[config.mk]
export PLATFORM = sky130hd
export DESIGN_NAME = dfc_top
export DESIGN_NICKNAME = d
export VERILOG_FILES = /design/src/inc/dfc_pkg.sv /design/src/logic/dfc_step_timer.sv /design/src/logic/dfc_channel.sv /design/src/logic/dfc_top.sv
export VERILOG_INCLUDE_DIRS = /design/src /design/src/inc
export SDC_FILE = /design/constraint.sdc
export NUM_CORES = 1
export LEC_CHECK = 0
export CAP_MARGIN = 20
export CORE_MARGIN = 2
export CORE_UTILIZATION = 35
export CTS_CLUSTER_DIAMETER = 60
export DETAILED_ROUTE_END_ITERATION = 12
export DONT_BUFFER_PORTS = 1
export SETUP_SLACK_MARGIN = 0.5
export SYNTH_ARGS = -nofsm -noshare
export SYNTH_HDL_FRONTEND = slang
export SYNTH_SLANG_ARGS = --single-unit
[constraint.sdc]
create_clock -name sys_clk -period 6.73 [get_ports sys_clk]
set_input_delay 0.673 -clock sys_clk [delete_from_list [all_inputs] [get_ports sys_clk]]
set_output_delay 0.673 -clock sys_clk [all_outputs]
set_load 0.02 [all_outputs]
[src/inc/dfc_defines.svh]
// constants for the dac feedback connect control block
// assumes inclusion by bare name from package and modules
`ifndef DFC_DEFINES_SVH
`define DFC_DEFINES_SVH
// register indices on the documented register port
`define DFC_IDX_CH0_CTRL 3'h0
`define DFC_IDX_CH1_CTRL 3'h1
`define DFC_IDX_CH0_TRACK 3'h2
`define DFC_IDX_CH1_TRACK 3'h3
`define DFC_IDX_CH0_DELAY 3'h4
`define DFC_IDX_CH1_DELAY 3'h5
`define DFC_IDX_FAULT 3'h6
// control register fields
`define DFC_CODE_LSB 0
`define DFC_CODE_MSB 7
`define DFC_EN_BIT 8
`define DFC_CON_BIT 9
`define DFC_POL_BIT 10
`define DFC_SERVO_BIT 11
// tracking and delay register fields
`define DFC_TRK_EN_BIT 8
`define DFC_DLY_MSB 9
// codes
`define DFC_CODE_MID 8'h80
`define DFC_CODE_MIN 8'h00
`define DFC_CODE_MAX 8'hFF
// reset values
`define DFC_CTRL_RST 16'h0000
`define DFC_TRACK_RST 16'h0000
`define DFC_DELAY_RST 10'h000
// step interval for ramps and delay decrement, in ns
`define DFC_STEP_NS 1000
`define DFC_CLK_NS 4
`define DFC_STEP_CYC ((`DFC_STEP_NS + `DFC_CLK_NS - 1) / `DFC_CLK_NS)
`endif

[src/inc/dfc_pkg.sv]
// types for the dac feedback connect control block
// assumes dfc_defines.svh is on the include path
package dfc_pkg;
    `include "dfc_defines.svh"
    typedef enum logic [2:0] {
        DFC_IDLE = 3'b000,
        DFC_SOFT = 3'b001,
        DFC_CONN = 3'b011,
        DFC_FAIL = 3'b010,
        DFC_TRK_WAIT = 3'b110,
        DFC_TRK_STEP = 3'b111
    } dfc_state_t;
    typedef struct packed {
        logic servo;
        logic pol;
        logic con;
        logic en;
        logic [7:0] code;
    } dfc_ctrl_t;
    typedef struct packed {
        logic we;
        logic [2:0] idx;
        logic [15:0] wdata;
    } dfc_wr_t;
endpackage

[src/logic/dfc_step_timer.sv]
// free running step tick generator shared by ramps and delays
// assumes one synchronous clock domain with a clock enable
`timescale 1ns/1ps
`include "dfc_defines.svh"
module dfc_step_timer
    import dfc_pkg::*;
#(
    parameter int PERIOD = `DFC_STEP_CYC
) (
    // clock and reset
    input wire logic sys_clk,
    input wire logic nrst,
    input wire logic clk_en,
    // tick
    output logic tick
);
    localparam int W = $clog2(PERIOD + 1);
    logic [W-1:0] cnt_reg;

    initial begin
        if (PERIOD < 1) begin
            $error("step period must be at least one cycle");
        end
    end

    always_ff @(posedge sys_clk or negedge nrst) begin
        if (!nrst) begin
            cnt_reg <= '0;
            tick <= 1'b0;
        end else if (clk_en) begin
            if (cnt_reg == W'(PERIOD - 1)) begin
                cnt_reg <= '0;
                tick <= 1'b1;
            end else begin
                cnt_reg <= cnt_reg + 1'b1;
                tick <= 1'b0;
            end
        end
    end
endmodule

[src/logic/dfc_channel.sv]
// one channel: connect state machine, dac code, tracking engine
// assumes writes come already decoded for this channel
`timescale 1ns/1ps
`include "dfc_defines.svh"
module dfc_channel
    import dfc_pkg::*;
(
    // clock and reset
    input wire logic sys_clk,
    input wire logic nrst,
    input wire logic clk_en,
    // decoded writes
    input wire logic ctrl_we,
    input wire logic track_we,
    input wire logic delay_we,
    input wire logic [15:0] wdata,
    // environment
    input wire logic tick,
    input wire logic soft_grant,
    input wire logic match_comparator,
    input wire logic track_lock,
    input wire logic track_start,
    // state
    output logic soft_req,
    output dfc_ctrl_t ctrl_reg,
    output logic [8:0] track_reg,
    output logic [9:0] delay_reg,
    output logic fault_reg,
    output logic connect_reg,
    output dfc_state_t state_reg
);
    logic cmp_ref_reg;
    logic primed_reg;
    logic [7:0] code_d_reg;
    logic settled;
    logic ramp_ok;
    logic blocked;
    logic track_pend;
    dfc_ctrl_t wr;

    assign wr = dfc_ctrl_t'(wdata[11:0]);
    assign track_pend = (state_reg == DFC_TRK_WAIT) ||
                        (state_reg == DFC_TRK_STEP);
    // lock-outs on connect requests and field changes
    assign blocked = (state_reg == DFC_SOFT) || fault_reg ||
                     track_lock || track_pend;
    assign soft_req = (state_reg == DFC_SOFT);
    // comparator only reflects the code once the output register caught up
    assign settled = (code_d_reg == ctrl_reg.code);
    assign ramp_ok = soft_grant && settled;

    always_ff @(posedge sys_clk or negedge nrst) begin
        if (!nrst) begin
            state_reg <= DFC_IDLE;
            ctrl_reg <= dfc_ctrl_t'(12'(`DFC_CTRL_RST));
            fault_reg <= 1'b0;
            connect_reg <= 1'b0;
            cmp_ref_reg <= 1'b0;
            primed_reg <= 1'b0;
            code_d_reg <= 8'h00;
            track_reg <= 9'(`DFC_TRACK_RST);
            delay_reg <= `DFC_DELAY_RST;
        end else if (clk_en) begin
            code_d_reg <= ctrl_reg.code;
            if (track_we && !track_lock && !track_pend) begin
                track_reg <= wdata[8:0];
            end
            if (delay_we && !track_pend) begin
                delay_reg <= wdata[`DFC_DLY_MSB:0];
            end
            case (state_reg)
                DFC_IDLE, DFC_FAIL: begin
                    if (ctrl_we && !wr.en) begin
                        // clearing enable ends the fault hold
                        ctrl_reg.en <= 1'b0;
                        ctrl_reg.con <= 1'b0;
                        ctrl_reg.servo <= wr.servo;
                        connect_reg <= 1'b0;
                        fault_reg <= 1'b0;
                        state_reg <= DFC_IDLE;
                    end else if (ctrl_we && !blocked && !ctrl_reg.en) begin
                        ctrl_reg.pol <= wr.pol;
                        ctrl_reg.servo <= wr.servo;
                        ctrl_reg.en <= 1'b1;
                        if (wr.con) begin
                            ctrl_reg.code <= wr.code;
                            ctrl_reg.con <= 1'b1;
                            connect_reg <= 1'b1;
                            fault_reg <= (wr.code == `DFC_CODE_MIN) ||
                                (wr.code == `DFC_CODE_MAX);
                            state_reg <= DFC_CONN;
                        end else begin
                            ctrl_reg.code <= `DFC_CODE_MID;
                            primed_reg <= 1'b0;
                            state_reg <= DFC_SOFT;
                        end
                    end
                end
                DFC_SOFT: begin
                    if (ramp_ok && !primed_reg) begin
                        // first settled sample at mid-scale is the reference
                        cmp_ref_reg <= match_comparator;
                        primed_reg <= 1'b1;
                    end else if (ramp_ok &&
                            match_comparator != cmp_ref_reg) begin
                        ctrl_reg.con <= 1'b1;
                        connect_reg <= 1'b1;
                        state_reg <= DFC_CONN;
                    end else if (ramp_ok && (
                            ctrl_reg.code == `DFC_CODE_MIN ||
                            ctrl_reg.code == `DFC_CODE_MAX)) begin
                        fault_reg <= 1'b1;
                        state_reg <= DFC_FAIL;
                    end else if (ramp_ok && tick) begin
                        // step toward the comparator edge
                        if (match_comparator) begin
                            ctrl_reg.code <= ctrl_reg.code - 1'b1;
                        end else begin
                            ctrl_reg.code <= ctrl_reg.code + 1'b1;
                        end
                    end
                end
                DFC_CONN: begin
                    if (track_start && track_reg[`DFC_TRK_EN_BIT]) begin
                        state_reg <= DFC_TRK_WAIT;
                    end else if (ctrl_we && !wr.en) begin
                        ctrl_reg.en <= 1'b0;
                        ctrl_reg.con <= 1'b0;
                        connect_reg <= 1'b0;
                        fault_reg <= 1'b0;
                        state_reg <= DFC_IDLE;
                    end else if (ctrl_we && wr.con && !track_lock) begin
                        ctrl_reg.pol <= wr.pol;
                        ctrl_reg.servo <= wr.servo;
                        ctrl_reg.code <= wr.code;
                        fault_reg <= fault_reg ||
                            (wr.code == `DFC_CODE_MIN) ||
                            (wr.code == `DFC_CODE_MAX);
                    end
                end
                DFC_TRK_WAIT: begin
                    if (delay_reg == 10'h000) begin
                        state_reg <= DFC_TRK_STEP;
                    end else if (tick) begin
                        delay_reg <= delay_reg - 1'b1;
                    end
                end
                DFC_TRK_STEP: begin
                    if (ctrl_reg.code == track_reg[7:0]) begin
                        track_reg[`DFC_TRK_EN_BIT] <= 1'b0;
                        state_reg <= DFC_CONN;
                    end else if (tick) begin
                        if (ctrl_reg.code < track_reg[7:0]) begin
                            ctrl_reg.code <= ctrl_reg.code + 1'b1;
                        end else begin
                            ctrl_reg.code <= ctrl_reg.code - 1'b1;
                        end
                    end
                end
                default: begin
                    state_reg <= DFC_IDLE;
                end
            endcase
        end
    end
endmodule

[src/logic/dfc_top.sv]
// dac feedback connect control, two channels with soft connect,
// hard connect, reprogram and tracking ramp
// assumes a decoded register port and synchronous inputs
//
// Notes on behaviour
// - tracking steps the code by one toward the target field
// - tracking enable bit gates tracking; upper bits read zero
// - each channel holds a ten bit ramp start delay
// - soft connect ramps until comparator changes; that code is kept
// - output joins only if no dac fault arose on the way
// - soft connect begins at mid-scale, written code ignored
// - comparator trip connects the buffer and sets connected bit
// - code hitting end of range faults and leaves connected low
// - channel 0 is served first when both request soft connect
// - pending or failed soft connect refuses soft requests
// - pending or failed soft connect refuses hard requests
// - tracking pin condition freezes connect and reprogram requests and the tracking field
// - pending tracking refuses soft connect and polarity change
// - pending tracking refuses hard connect and field changes
// - hard connect joins at once with the written code
// - end codes accepted but set the dac fault flag
// - polarity change on a connected channel is accepted
// - clearing connected bit alone does not disconnect
// - stepping starts once the delay counter reaches zero
`timescale 1ns/1ps
`include "dfc_defines.svh"
module dfc_top
    import dfc_pkg::*;
#(
    parameter int STEP_CYC = `DFC_STEP_CYC
) (
    // clock and reset
    input wire logic sys_clk,
    input wire logic nrst,
    input wire logic clk_en,
    // register port
    input wire dfc_wr_t reg_wr,
    input wire logic [2:0] rd_idx,
    output logic [15:0] rd_data,
    // analogue side
    input wire logic [1:0] match_comparator,
    output logic [1:0] trim_output_oe,
    output logic [7:0] dac_code0,
    output logic [7:0] dac_code1,
    // tracking pins and start, dac fault flags
    input wire logic track_cfg_pin,
    input wire logic [1:0] supply_run,
    input wire logic track_start,
    output logic [1:0] dac_fault
);
    logic tick;
    logic track_lock;
    logic [1:0] soft_req;
    logic [1:0] soft_grant;
    logic [1:0] fault;
    logic [1:0] conn;
    dfc_ctrl_t ctrl [2];
    logic [8:0] track [2];
    logic [9:0] delay [2];
    dfc_state_t st [2];
    logic [15:0] rd_next;

    initial begin
        if (STEP_CYC < 1) begin
            $error("STEP_CYC must be at least one");
        end
    end

    // tracking pin condition
    assign track_lock = track_cfg_pin && (|supply_run);
    // channel 0 wins when both ramp
    assign soft_grant[0] = soft_req[0];
    assign soft_grant[1] = soft_req[1] && !soft_req[0];

    dfc_step_timer #(
        .PERIOD(STEP_CYC)
    ) u_timer (
        .sys_clk(sys_clk),
        .nrst(nrst),
        .clk_en(clk_en),
        .tick(tick)
    );

    for (genvar c = 0; c < 2; c++) begin : g_ch
        dfc_channel u_ch (
            .sys_clk(sys_clk),
            .nrst(nrst),
            .clk_en(clk_en),
            .ctrl_we(reg_wr.we && reg_wr.idx == 3'(c)),
            .track_we(reg_wr.we && reg_wr.idx == 3'(c + 2)),
            .delay_we(reg_wr.we && reg_wr.idx == 3'(c + 4)),
            .wdata(reg_wr.wdata),
            .tick(tick),
            .soft_grant(soft_grant[c]),
            .match_comparator(match_comparator[c]),
            .track_lock(track_lock),
            .track_start(track_start),
            .soft_req(soft_req[c]),
            .ctrl_reg(ctrl[c]),
            .track_reg(track[c]),
            .delay_reg(delay[c]),
            .fault_reg(fault[c]),
            .connect_reg(conn[c]),
            .state_reg(st[c])
        );
    end

    // read mux, reserved bits zero
    always_comb begin
        rd_next = 16'h0000;
        case (rd_idx)
            `DFC_IDX_CH0_CTRL: rd_next = {4'h0, ctrl[0]};
            `DFC_IDX_CH1_CTRL: rd_next = {4'h0, ctrl[1]};
            `DFC_IDX_CH0_TRACK: rd_next = {7'h00, track[0]};
            `DFC_IDX_CH1_TRACK: rd_next = {7'h00, track[1]};
            `DFC_IDX_CH0_DELAY: rd_next = {6'h00, delay[0]};
            `DFC_IDX_CH1_DELAY: rd_next = {6'h00, delay[1]};
            `DFC_IDX_FAULT: rd_next = {14'h0000, fault};
            default: rd_next = 16'h0000;
        endcase
    end

    // registered outputs
    always_ff @(posedge sys_clk or negedge nrst) begin
        if (!nrst) begin
            rd_data <= 16'h0000;
            trim_output_oe <= 2'b00;
            dac_code0 <= 8'h00;
            dac_code1 <= 8'h00;
            dac_fault <= 2'b00;
        end else if (clk_en) begin
            rd_data <= rd_next;
            trim_output_oe <= conn;
            dac_code0 <= ctrl[0].code;
            dac_code1 <= ctrl[1].code;
            dac_fault <= fault;
        end
    end
endmodule

# Word level (Yosys, flattened, before mapping)
# Index checks and enable logic that the tools add are counted.
# word_totals
ff_bits	121
out_inout_bits	36
# op_classes
addsub	7
order_cmp	2
eq_ne	77
n_mux	128
n_reduce_logical	102
# op_table
operator	n
two-way mux 8 bit	24
case mux 12 bit (7 select lines)	1
two-way mux 10 bit	8
case mux 8 bit (4 select lines)	2
!= test 2 bit, second input constant	30
two-way mux 3 bit	18
two-way mux 12 bit	4
two-way mux 1 bit	46
logical AND 1 bit	36
equality test 8 bit	4
equality test 8 bit, second input constant	4
case mux 3 bit (5 select lines)	2
AND reduction 7 bit	4
equality test 3 bit, second input constant	9
AND reduction 13 bit	2
adder 8 x 1 -> 8 bit, second input constant	3
equality test 3 x 2 -> 1 bit, second input constant	8
logical NOT 8 bit	3
AND reduction 6 bit	4
logical NOT 10 bit	2
subtractor 10 x 1 -> 10 bit, second input constant	2
two-way mux 2 bit	9
two-way mux 9 bit	2
!= test 3 x 1 -> 1 bit, second input constant	6
22 further kinds	83

# Longest topological paths before layout
# Gate-level depths: netlist (run 1).
# logic_depth
word_depth	10
ltp_mapped	11
depth_no_buf	9

# Modules after synthesis
# A second synthesis (run 1) with hierarchy kept.
# unflattened
hier_cells	1026
hier_area_um2	9143.8
# modules_own_cells
module	instances	cells_per_inst	area_per_inst_um2	seq_area_each_um2
dfc_channel (g_ch[1].u_ch)	1	421	3490.8	1126.1
dfc_channel (g_ch[0].u_ch)	1	386	3255.6	1126.1
dfc_top	1	172	1916.8	800.8
dfc_step_timer	1	47	480.5	225.2

# Worst setup path after synthesis (run 1)
# Ideal clock, no wire load.
# synth_path
path_kind	input to register
from	input port reg_wr[16] (netlist name)
to	register g_ch[0].u_ch.fault_reg
setup_time_ns	0.121
arrival_time_ns	2.351
setup_slack_ns	4.258
path_stages	8
path_buffers	1
path_cell_list	buf_2 -> a2111oi_2 -> and3_1 -> o41ai_4 -> a311o_1 -> a221oi_2 -> o21ai_1 -> a22o_1
# synth_between
elab_chain_len	6
elab_cells_between_ends	15
classes_between	eq/ne: 3; mux: 4; reduce/logical: 8
# synth_lines
item	line	rtl
start, declared	dfc_top.sv:37	input wire dfc_wr_t reg_wr,
logical NOT 3 bit *	dfc_top.sv:89	.ctrl_we(reg_wr.we && reg_wr.idx == 3'(c)),
logical AND 1 bit *	dfc_top.sv:89	
logical AND 1 bit (on tied branches)	--	
logical AND 1 bit, or another cell as far along	dfc_channel.sv:132	end else if (ctrl_we && wr.con && !track_lock) begin
!= test 3 x 1 -> 1 bit (no source line) or two-way mux 1 bit (tied branches)	--	
AND reduction 9 bit (no source line) or case mux 1 bit (3 select lines) (tied branches)	--	
end signal, assigned	dfc_channel.sv:89	fault_reg <= (wr.code == `DFC_CODE_MIN) ||
end signal, assigned	dfc_channel.sv:136	fault_reg <= fault_reg ||
end, declared	dfc_channel.sv:28	output logic fault_reg,
# Every way passes the cells marked *; elsewhere a longest branch is shown, timed or not. The select of a mux whose other input is x is not followed.
# A chain may end at the register's enable or synchronous reset.

# Final worst setup path (run 1)
# layout_path
from	register g_ch[0].u_ch.ctrl_reg[7] (netlist name)
to	register g_ch[0].u_ch.ctrl_reg[5] (netlist name)
# layout_between
elab_chain_len	5
elab_cells_between_ends	21
classes_between	order compare: 1; eq/ne: 8; mux: 4; reduce/logical: 8
# layout_lines
item	line	rtl
start, declared	dfc_channel.sv:25	output dfc_ctrl_t ctrl_reg,
start signal, assigned	dfc_channel.sv:55	ctrl_reg <= dfc_ctrl_t'(12'(`DFC_CTRL_RST));
less-than comparator 8 bit, or another cell as far along	dfc_channel.sv:153	if (ctrl_reg.code < track_reg[7:0]) begin
two-way mux 8 bit, or another cell as far along	dfc_channel.sv:153	
two-way mux 8 bit, or another cell as far along	dfc_channel.sv:152	end else if (tick) begin
two-way mux 8 bit or != test 2 bit (tied branches)	--	
case mux 8 bit (4 select lines) or AND reduction 13 bit (tied branches)	--	
# Several ways; a longest one is shown, not always the timed one. The select of a mux whose other input is x is not followed.

==> summary.md, run 1 <==
| Metric | Value |
|---|---|
| # rows | 56 |
| RSZ-0062 raised after global routing | false |
| Worst Skew | 0.007153 ns |
| Post-synthesis cell area | 8267 µm² |
| Seq pwr share | 36.9% |
| CTS H-tree depth | 4 |
| Leak | 3.657 nW |
| CTS tree | yes |
| Sequential share of the synthesized area | 34.81% |
| Hold_buf cts | 1 |
| CTS sink cnt | 115 |
| Area delta synth->final | 9.112% |
| Die area | 24860 µm² |
| CP startpoint kind | register |
| Max-cap violations | 0 |
| Total grt overflow | 0 |
| Combinational share of power | 39.1% |
| DRT iter0 DRCs | 760 |
| Worst VDD drop | 0.3220 mV |
| Post-Synthesis Cells | 953 |
| Seq cells post-synth | 115 |
| Post-CTS repair timing setup buffer count | 0 |
| Share of layout cells above drive strength 1 | 11.06% |
| Synth top area cells | dfrtp_1, mux2_2, nand2_1, ha_1, nor2_1 |
| Sw Pwr | 1.678 mW |
| Worst-path clk slew | 0.06 ns |
| Max FFs per register | 22 |
| Crit Path Max Fanout | 11 |
| Die X | 157.7 µm |
| Clock network fraction of total power | 24.0% |
| Fillers | 2341 |
| Setup tns final | 0 ns |
| Worst Tran Pin Value | 0.9248 ns |
| Final Hold Fails | 0 |
| Post-synth ARST share | 100.0% |
| Total CTS buffers | 17 |
| Pwr per Cell Area | 427.7 nW/µm² |
| Critical path class | register to register |
| Die Y | 157.7 µm |
| DP HPWL | 18.15 mm |
| Ant. Diodes | 0 |
| Final min period | 3.099 ns |
| Leading area contributor after synthesis | dfrtp_1 |
| Port bufs | 0 |
| Worst hold margin | 0.1587 ns |
| GPL Wtd Cong | 0.9497 |
| Total core area | 23330 µm² |
| Post-route ant nets | 0 |
| Critical Path AT | 3.41 ns |
| Total track usage | 21.29% |
| Crit end category | register |
| Via density | 5.922 |
| Later-pin clock latency in the skew report | 0.43 ns |
| Root buf cell | clkbuf_16 |
| Yosys cell types | 84 |
| Avg Cell Area, Syn | 8.674 µm² |
| DRC viols | 0 |
| Post-Route WL | 25.71 mm |
| # resized after CTS | 0 |
| Status | finished clean |
| Worst path required time | 7.04 ns |
| EDFF count, synth | 0 |
| Internal power | 2.179 mW |
| Setup-failing EPs final | 0 |
| Avg WL per Cell | 20.72 µm |
| Synth Flop Type | dfrtp_1 |
| Min-delay worst type | primary input to async pin |
| Most frequent cells after synthesis | dfrtp_1, nand2_1, nor2_1, a21oi_1, o21ai_0 |
| First-pass GRT wire length | 40.52 mm |
| Initial antenna violation count | 0 |
| Share of the synthesized area in the top cell type | 34.81% |
| Slew margin rel. | 38.01% |
| DR pass1 iterations | 6 |
| Top Ports | 68 |
| Sw Share | 43.50% |
| Via count of the routed design | 7349 |
| NumNets Final | 967 |
| Vias in the first global route | 6868 |
| Maximum clock rate | 322.7 MHz |
| Clk buf depth | 2 |
| Initial Utilization | 35.43% |
| Yosys warnings | 0 |
| Fin crit share | 46.04% |
| Final Max Tran Viols | 0 |
| Largest net degree at the start of global routing | 116 |
| Top-count cell post-synth | dfrtp_1 |
## power by group through the flow
stage	sequential, mW	clock [mW]	combinational (mW)
after floorplan	1.17	0	1.36
after global placement	1.43	0	1.45
after detailed placement	1.43	0	1.47
after CTS	1.42	0.939	1.50
after global routing	1.46	0.969	1.68
final	1.42	0.925	1.51
## through the flow
stage	utilization (%)	cell area, µm²	worst slack, ns	cells	power [mW]
floorplan	-	8278	4.258	956	2.529
global placement	35.98	8394	3.578	1208	2.876
detailed placement	35.98	8394	3.591	1208	2.904
CTS	38.66	9020	3.716	1241	3.858
global route	38.66	9020	3.509	1241	4.112
finish	38.66	9020	3.631	1241	3.858
## final cells by class
type | instances | area, µm² | area share, %
multi-input combinational | 720 | 4907 | 54.40
sequential | 115 | 2878 | 31.90
clock buffer | 21 | 470.5 | 5.216
tap | 319 | 399.1 | 4.425
inverter | 52 | 195.2 | 2.164
clock inverter | 11 | 127.6 | 1.415
timing repair buffer | 3 | 42.54 | 0.4716
## routing by layer
| metal | vias to the layer above | share of wire [%] | global-route usage (%) | wire (µm) |
|---|---|---|---|---|
| li1 | 3401 | - | - | - |
| met1 | 3596 | 43 | 29.01 | 11090 |
| met2 | 305 | 45 | 33.13 | 11620 |
| met3 | 47 | 9.1 | 5.420 | 2339 |
| met4 | 0 | 2.6 | 6.623 | 665 |
| met5 | - | 0 | 0 | 0 |
## layout by cell type, fill, tap and decap left out, types with 11 or more instances in the layout
master,netlist,routed
a21oi_1,62,62
a31oi_1,16,16
clkbuf_16,0,17
dfrtp_1,115,115
ha_1,26,26
inv_1,51,51
mux2_2,42,42
mux2i_1,20,20
nand2_1,98,98
nand3_1,28,28
nand4_1,16,16
nor2_1,85,85
nor3_1,15,15
o21ai_0,56,56
o21ai_1,11,11
o22ai_1,11,11
o2bb2ai_1,12,12
xnor2_1,24,24
xor2_1,18,18
## critical path, stage by stage, from the launching register on
cell and delay (ns):
dfrtp_1 0.58, ha_1 0.43, nand2_1 0.06, o21ai_0 0.55
nor2_1 0.30, a21boi_0 0.61, o21ai_0 0.20, a32o_1 0.25
## path summary, 6_finish.rpt
kind	start	endpoint	slack, ns	cells past startpoint
worst max-delay path	g_ch[0].u_ch.ctrl_reg[7]$_DFFE_PN0P_	g_ch[0].u_ch.ctrl_reg[5]$_DFFE_PN0P_	3.63	7
worst min-delay path	nrst	u_timer.cnt_reg[0]$_DFFE_PN0P_	0.16	1
worst max register to register	g_ch[0].u_ch.ctrl_reg[7]$_DFFE_PN0P_	g_ch[0].u_ch.ctrl_reg[5]$_DFFE_PN0P_	3.63	7
worst min register to register	g_ch[0].u_ch.track_reg[2]$_DFFE_PN0P_	g_ch[0].u_ch.track_reg[2]$_DFFE_PN0P_	0.48	2
max in group asynchronous	nrst	g_ch[0].u_ch.track_reg[5]$_DFFE_PN0P_	6.03	1
min in group sys_clk	clk_en	g_ch[0].u_ch.delay_reg[7]$_DFFE_PN0P_	0.35	1
## cell families (layout without fill, tap and decap cells)
logic type	count (synthesis)	in the layout	share of synthesized area, %
AO/OA/AOI/OAI	264	264	21.66
buffers and inverters	121	87	5.963
adder cells (fa/ha/maj)	26	26	3.935
other	1	4	0.04536
AND/OR/NAND/NOR	312	312	18.54
XOR/XNOR	42	42	4.450
flip-flops	115	115	34.81
multiplexers	72	72	10.59
Note: power is estimated with default switching activity, not from simulation.
==> run 2, diff against run 1 <==
==> constraint.sdc (replaced) <==
create_clock -name sys_clk -period 2.8 [get_ports sys_clk]
set_input_delay 0.28 -clock sys_clk [delete_from_list [all_inputs] [get_ports sys_clk]]
set_output_delay 0.28 -clock sys_clk [all_outputs]
set_load 0.02 [all_outputs]
==> summary.md, run 2 (synthesis results as in run 1) <==
| Metric | Value |
|---|---|
| Status | finished with violations |
| Failing checks | hold timing |
| Top Ports | 68 (unchanged) |
| Critical path class | register to register |
| Via density | 5.933 (+0.19%) |
| Setup-failing EPs final | 0 (unchanged) |
| DRC viols | 0 (unchanged) |
| Via count of the routed design | 8051 (+9.6%) |
| Worst Skew | 0.01219 ns (+0.005040 ns) |
| GPL Wtd Cong | 0.9623 (+1.3%) |
| Final Hold Fails | 115 (+115) |
| Initial antenna violation count | 0 (unchanged) |
| Initial Utilization | 35.43% (unchanged) |
| Max FFs per register | 22 (unchanged) |
| Sw Pwr | 4.615 mW (+180%) |
| Later-pin clock latency in the skew report | 0.44 ns (about the same) |
| Die X | 157.7 µm (unchanged) |
| Total core area | 23330 µm² (unchanged) |
| Clk buf depth | 2 (unchanged) |
| Worst path required time | 3.11 ns (-3.93 ns) |
| Total grt overflow | 0 (unchanged) |
| CP startpoint kind | register |
| Area delta synth->final | 26.50% |
| Crit Path Max Fanout | 8 (-3) |
| DR pass1 iterations | 6 (unchanged) |
| Sw Share | 41.91% (-1.6 points) |
| Worst-path clk slew | 0.06 ns (about the same) |
| Critical Path Max Stage Delay | 0.46 ns (-0.15 ns) |
| RSZ-0062 raised after global routing | true |
| Port bufs | 0 (unchanged) |
| Vias in the first global route | 7445 (+8.4%) |
| DRT iter0 DRCs | 938 (+23%) |
| Hold_buf cts | 11 (+10) |
| Fin cells | 1357 (+9.3%) |
| Final Max Tran Viols | 0 (unchanged) |
| CTS tree | yes |
| Setup tns final | 0 ns (unchanged) |
| Largest net degree at the start of global routing | 116 (unchanged) |
| Most common cell after layout, fill and taps aside | buf_4 |
| CTS H-tree depth | 4 (unchanged) |
| Worst Tran Pin Value | 0.6577 ns (-0.2671 ns) |
| Share of layout cells above drive strength 1 | 28.13% (+17 points) |
| Total CTS buffers | 17 (unchanged) |
| Met2 usage | 35.96% (+2.8 points) |
| Min-delay worst type | primary input to async pin |
| GRT met1 Usage | 31.77% (+2.8 points) |
| Root buf cell | clkbuf_16 |
| Ant. Diodes | 0 (unchanged) |
| Pwr per Cell Area | 1053 nW/µm² (+150%) |
| Met3 usage | 5.365% (-0.055 points) |
| CTS sink cnt | 115 (unchanged) |
| Leak | 4.313 nW (+18%) |
| Worst hold margin | -0.4559 ns (-0.6145 ns) |
| Total track usage | 23.49% (+2.2 points) |
| Die Y | 157.7 µm (unchanged) |
| DP Cell Count | 1253 (+3.7%) |
| Clock network fraction of total power | 21.1% (-2.9 points) |
| # rows | 56 (unchanged) |
| Combinational share of power | 50.3% (+11 points) |
| DP HPWL | 19.16 mm (+5.6%) |
| Most frequent cells in the layout | buf_4, nand2_1, dfrtp_1 |
| Crit end category | register |
| Critical Path AT | 2.63 ns (-0.78 ns) |
| Avg WL per Cell | 21.58 µm (+4.2%) |
| Post-Route WL | 29.29 mm (+14%) |
| Final min period | 2.315 ns (-0.7842 ns) |
| Critical R2R Launch | g_ch[0].u_ch.state_reg[1]$_DFFE_PN0P_ |
| Busiest grt layer | met2 |
| CP max-delay cell | dfrtp_2 |
| Worst VDD drop | 0.5063 mV (+57%) |
| Maximum clock rate | 432.0 MHz (+34%) |
| First-pass GRT wire length | 44.15 mm (+9.0%) |
| Worst Slack Setup Final | 0.4854 ns (-3.146 ns) |
| CP cell instances | a2111oi_4 -> o2111ai_2 -> a21oi_2 -> o2111ai_2 -> nor3_4 -> buf_12 -> a21bo_1 -> a22o_1 |
| Worst path bufs/invs | 1 (+1) |
| Reg2reg setup slack | 0.49 ns (-3.15 ns) |
| Overall power | 11.01 mW (+190%) |
| CP top delay family | compound AO/OA/AOI/OAI gates |
| Post-place setup slack | 0.2052 ns (-3.386 ns) |
| Post-route ant nets | 0 (unchanged) |
| Seq pwr share | 28.6% (-8.3 points) |
| Slew margin rel. | 55.86% (+18 points) |
| Fin crit share | 82.66% (+37 points) |
| Max-cap violations | 0 (unchanged) |
| NumNets Final | 1086 (+12%) |
| Worst r2r path cells | 8 (+1) |
| Internal power | 6.397 mW (+190%) |
| Most frequent CP cell | o2111ai_2 |
| Die area | 24860 µm² (unchanged) |
| Critical R2R Capture | g_ch[0].u_ch.ctrl_reg[4]$_DFFE_PN0P_ |
[run 2: cell count changes in the layout (fill, tap and decap cells not counted), moves of 6 or more]
cell	delta
buf_4	+99
buf_6	+6
a21oi_1	-6
ha_1	-10
dfrtp_2	+20
ha_4	+9
dlygate4sd3_1	+10
dfrtp_1	-20
o21ai_0	-6
nor2_1	-7
[run 2: per-stage QoR]
stage / area [µm²] / util, %
after CTS: 9849 / 42.21
after floorplan: 8285 / -
after global routing: 10460 / 44.82
final: 10460 / 44.82
after detailed placement: 8738 / 37.45
after global placement: 8738 / 37.45
[run 2: how the worst max path moves through the flow]
stage	startpoint	cells past startpoint	endpoint
2_1_floorplan	g_ch[0].u_ch.ctrl_reg[0]$_DFFE_PN0P_	10	g_ch[0].u_ch.ctrl_reg[4]$_DFFE_PN0P_
3_3_place_gp	g_ch[0].u_ch.ctrl_reg[1]$_DFFE_PN0P_	10	g_ch[0].u_ch.ctrl_reg[2]$_DFFE_PN0P_
3_5_place_dp	g_ch[0].u_ch.ctrl_reg[2]$_DFFE_PN0P_	9	g_ch[0].u_ch.ctrl_reg[7]$_DFFE_PN0P_
4_1_cts	g_ch[0].u_ch.state_reg[2]$_DFFE_PN0P_	7	g_ch[0].u_ch.ctrl_reg[4]$_DFFE_PN0P_
5_1_grt	g_ch[0].u_ch.state_reg[1]$_DFFE_PN0P_	8	g_ch[0].u_ch.ctrl_reg[4]$_DFFE_PN0P_
6_report	g_ch[0].u_ch.state_reg[1]$_DFFE_PN0P_	8	g_ch[0].u_ch.ctrl_reg[4]$_DFFE_PN0P_
[run 2: layout make-up]
type	instances	area, µm²
Fill cell	2196	12870
Multi-Input combinational cell	720	5364
Sequential cell	115	2903
Timing Repair Buffer	122	979.7
Clock buffer	19	452.9
Tap cell	319	399.1
Inverter	52	200.2
Clock inverter	10	158.9
[run 2: timing repair]
action | in CTS | in global routing
resized for setup | 46 | 74
endpoints found under the setup margin | 32 | 44
cloned | 1 | 1
setup buffers | 27 | 35
endpoints found under the hold margin | 158 | 115
pin swaps | 14 | 40
[run 2: per-layer routing]
layer | vias to the layer above | share of wire, %
li1 | 3647 | -
met1 | 3930 | 41
met2 | 394 | 45
met3 | 80 | 8.8
met4 | 0 | 4.4
met5 | - | 0
[run 2: power groups by stage]
stage / combinational, mW / sequential (mW) / clock (mW)
2_1_floorplan: 3.28 / 2.81 / 0
3_3_place_gp: 4.18 / 3.17 / 0
5_1_grt: 5.99 / 3.24 / 2.42
6_report: 5.54 / 3.15 / 2.32
4_1_cts: 4.67 / 3.15 / 2.35
3_5_place_dp: 4.22 / 3.18 / 0
==> run 3, diff against run 2 <==
==> constraint.sdc (replaced) <==
create_clock -name sys_clk -period 1.99 [get_ports sys_clk]
set_input_delay 0.199 -clock sys_clk [delete_from_list [all_inputs] [get_ports sys_clk]]
set_output_delay 0.199 -clock sys_clk [all_outputs]
set_load 0.02 [all_outputs]
==> summary.md, run 3 (synthesis results as in run 1) <==
| Metric | Value |
|---|---|
| Share of layout cells above drive strength 1 | 44.22% (+16 points) |
| Total grt overflow | 0 (unchanged) |
| Crit end category | register |
| Die X | 157.7 µm (unchanged) |
| Post-DP Area | 10260 µm² (+17%) |
| Total core area | 23330 µm² (unchanged) |
| Via density | 5.725 (-3.5%) |
| Internal power | 10.76 mW (+68%) |
| Die area | 24860 µm² (unchanged) |
| Worst hold margin | -0.5277 ns (-0.07185 ns) |
| Final Max Tran Viols | 0 (unchanged) |
| Worst path bufs/invs | 1 (unchanged) |
| Combinational share of power | 59.9% (+9.6 points) |
| Setup tns final | -5.603 ns (-5.603 ns) |
| Critical path class | register to register |
| Worst Slack Setup Final | -0.2892 ns (-0.7746 ns) |
| Post-route ant nets | 0 (unchanged) |
| Worst VDD drop | 0.5735 mV (+13%) |
| Sw Pwr | 7.487 mW (+62%) |
| First-pass GRT wire length | 48.88 mm (+11%) |
| Port bufs | 0 (unchanged) |
| Worst Tran Pin Value | 0.7554 ns (+0.09776 ns) |
| Failing checks | hold timing, setup timing |
| Slew margin rel. | 49.47% (-6.4 points) |
| CP cell instances | buf_6 -> ha_4 -> nand4_1 -> nor2_2 -> o21ai_1 -> or4_4 -> mux2_4 |
| DR pass1 iterations | 6 (unchanged) |
| Worst path required time | 2.30 ns (-0.81 ns) |
| Area delta synth->final | 53.03% |
| Critical Path Max Stage Delay | 0.49 ns (+0.03 ns) |
| Most frequent cells in the layout | buf_4, dfrtp_1, nand2_1 |
| CTS sink cnt | 115 (unchanged) |
| # rows | 56 (unchanged) |
| Initial antenna violation count | 4 (+4) |
| NumNets Final | 1264 (+16%) |
| Setup-failing EPs final | 32 (+32) |
| Status | finished with violations |
| Final Hold Fails | 116 (+0.87%) |
| Worst-path clk slew | 0.06 ns (about the same) |
| RSZ-0062 raised after global routing | true |
| CTS H-tree depth | 4 (unchanged) |
| Post-Route WL | 32.63 mm (+11%) |
| Final instance area | 12650 µm² (+21%) |
| CP startpoint kind | register |
| Via count of the routed design | 8816 (+9.5%) |
| Total track usage | 25.83% (+2.3 points) |
| CP max-delay cell | or4_4 |
| CTS tree | yes |
| Final min period | 2.279 ns (-0.03539 ns) |
| DP Cell Count | 1420 (+13%) |
| Min-delay worst type | primary input to async pin |
| DP HPWL | 21.14 mm (+10%) |
| Fin crit share | 114.5% (+32 points) |
| Largest net degree at the start of global routing | 116 (unchanged) |
| Crit Path Max Fanout | 5 (-3) |
| Die Y | 157.7 µm (unchanged) |
| Max FFs per register | 22 (unchanged) |
| Critical Path AT | 2.59 ns (-0.04 ns) |
| Vias in the first global route | 8553 (+15%) |
| Most common cell after layout, fill and taps aside | buf_4 |
| Clk buf depth | 2 (unchanged) |
| Maximum clock rate | 438.8 MHz (+1.6%) |
| Worst Skew | 0.01337 ns (+0.001176 ns) |
| DRC viols | 0 (unchanged) |
| Root buf cell | clkbuf_16 |
| Max-cap violations | 0 (unchanged) |
| Top Ports | 68 (unchanged) |
| CP top delay family | simple AND/OR/NAND/NOR gates |
| Clock network fraction of total power | 18.2% (-2.9 points) |
| Total CTS buffers | 17 (unchanged) |
| DRT iter0 DRCs | 939 (+0.11%) |
| Final core utilization | 54.22% (+9.4 points) |
| Fin cells | 1540 (+13%) |
| GPL Wtd Cong | 0.9335 (-3.0%) |
| Initial Utilization | 35.43% (unchanged) |
| Avg WL per Cell | 21.19 µm (-1.8%) |
| Leak | 5.450 nW (+26%) |
| Later-pin clock latency in the skew report | 0.43 ns (about the same) |
| Pwr per Cell Area | 1443 nW/µm² (+37%) |
| Seq pwr share | 22.0% (-6.6 points) |
| Sw Share | 41.03% (-0.88 points) |
## run 3: repair_timing
action                                  4_1_cts  5_1_grt
gates resized for setup                     173       67
hold buffers                                 22        3
buffers inserted                             43       20
endpoints found under the hold margin       195      158
endpoints found under the setup margin       79       79
pin swaps                                    64       40
## run 3: per-stage QoR
| stage | power (mW) | setup slack [ns] |
|---|---|---|
| 2_1_floorplan | 9.045 | -0.1636 |
| 3_3_place_gp | 12.43 | -0.2903 |
| 3_5_place_dp | 12.53 | -0.3286 |
| 4_1_cts | 17.36 | -0.2398 |
| 5_1_grt | 19.21 | -0.3546 |
| 6_report | 18.25 | -0.2892 |
## run 3: metal layers
layer  share of wire [%]  up-vias  track usage, %  wire (µm)
li1                    -     3990               -          -
met1                  40     4343           33.03      13080
met2                  47      378           40.33      15310
met3                 8.7      105           7.336       2834
met4                 4.3        0           11.95       1400
met5                   0        -               0          0
## run 3: power groups by stage
stage / clock (mW) / combinational [mW] / sequential, mW
floorplan: 0 / 5.05 / 4.00
global placement: 0 / 8.52 / 3.92
detailed placement: 0 / 8.59 / 3.94
CTS: 3.35 / 10.0 / 3.98
global route: 3.48 / 11.6 / 4.11
finish: 3.31 / 10.9 / 4.01
## run 3: layout make-up
type,count,area (µm²)
sequential,115,2887
clock inverter,15,191.4
tap,319,399.1
timing repair buffer,300,2645
multi-input combinational,720,5891
clock buffer,17,425.4
fill,2039,10680
inverter,52,207.7
antenna,2,5.005
## run 3: worst paths after layout
path	from	endpoint	slack, ns	cells past startpoint
setup / recovery	g_ch[1].u_ch.ctrl_reg[6]$_DFFE_PN0P_	g_ch[1].u_ch.state_reg[0]$_DFFE_PN0P_	-0.29	7
hold / removal	nrst	g_ch[1].u_ch.code_d_reg[3]$_DFFE_PN0P_	-0.53	0
setup reg to reg	g_ch[1].u_ch.ctrl_reg[6]$_DFFE_PN0P_	g_ch[1].u_ch.state_reg[0]$_DFFE_PN0P_	-0.29	7
hold reg to reg	g_ch[0].u_ch.track_reg[2]$_DFFE_PN0P_	g_ch[0].u_ch.track_reg[2]$_DFFE_PN0P_	0.49	2
max in group asynchronous	nrst	g_ch[0].u_ch.state_reg[2]$_DFFE_PN0P_	2.32	0
min in group sys_clk	reg_wr[8]	g_ch[1].u_ch.track_reg[8]$_DFFE_PN0P_	-0.01	2
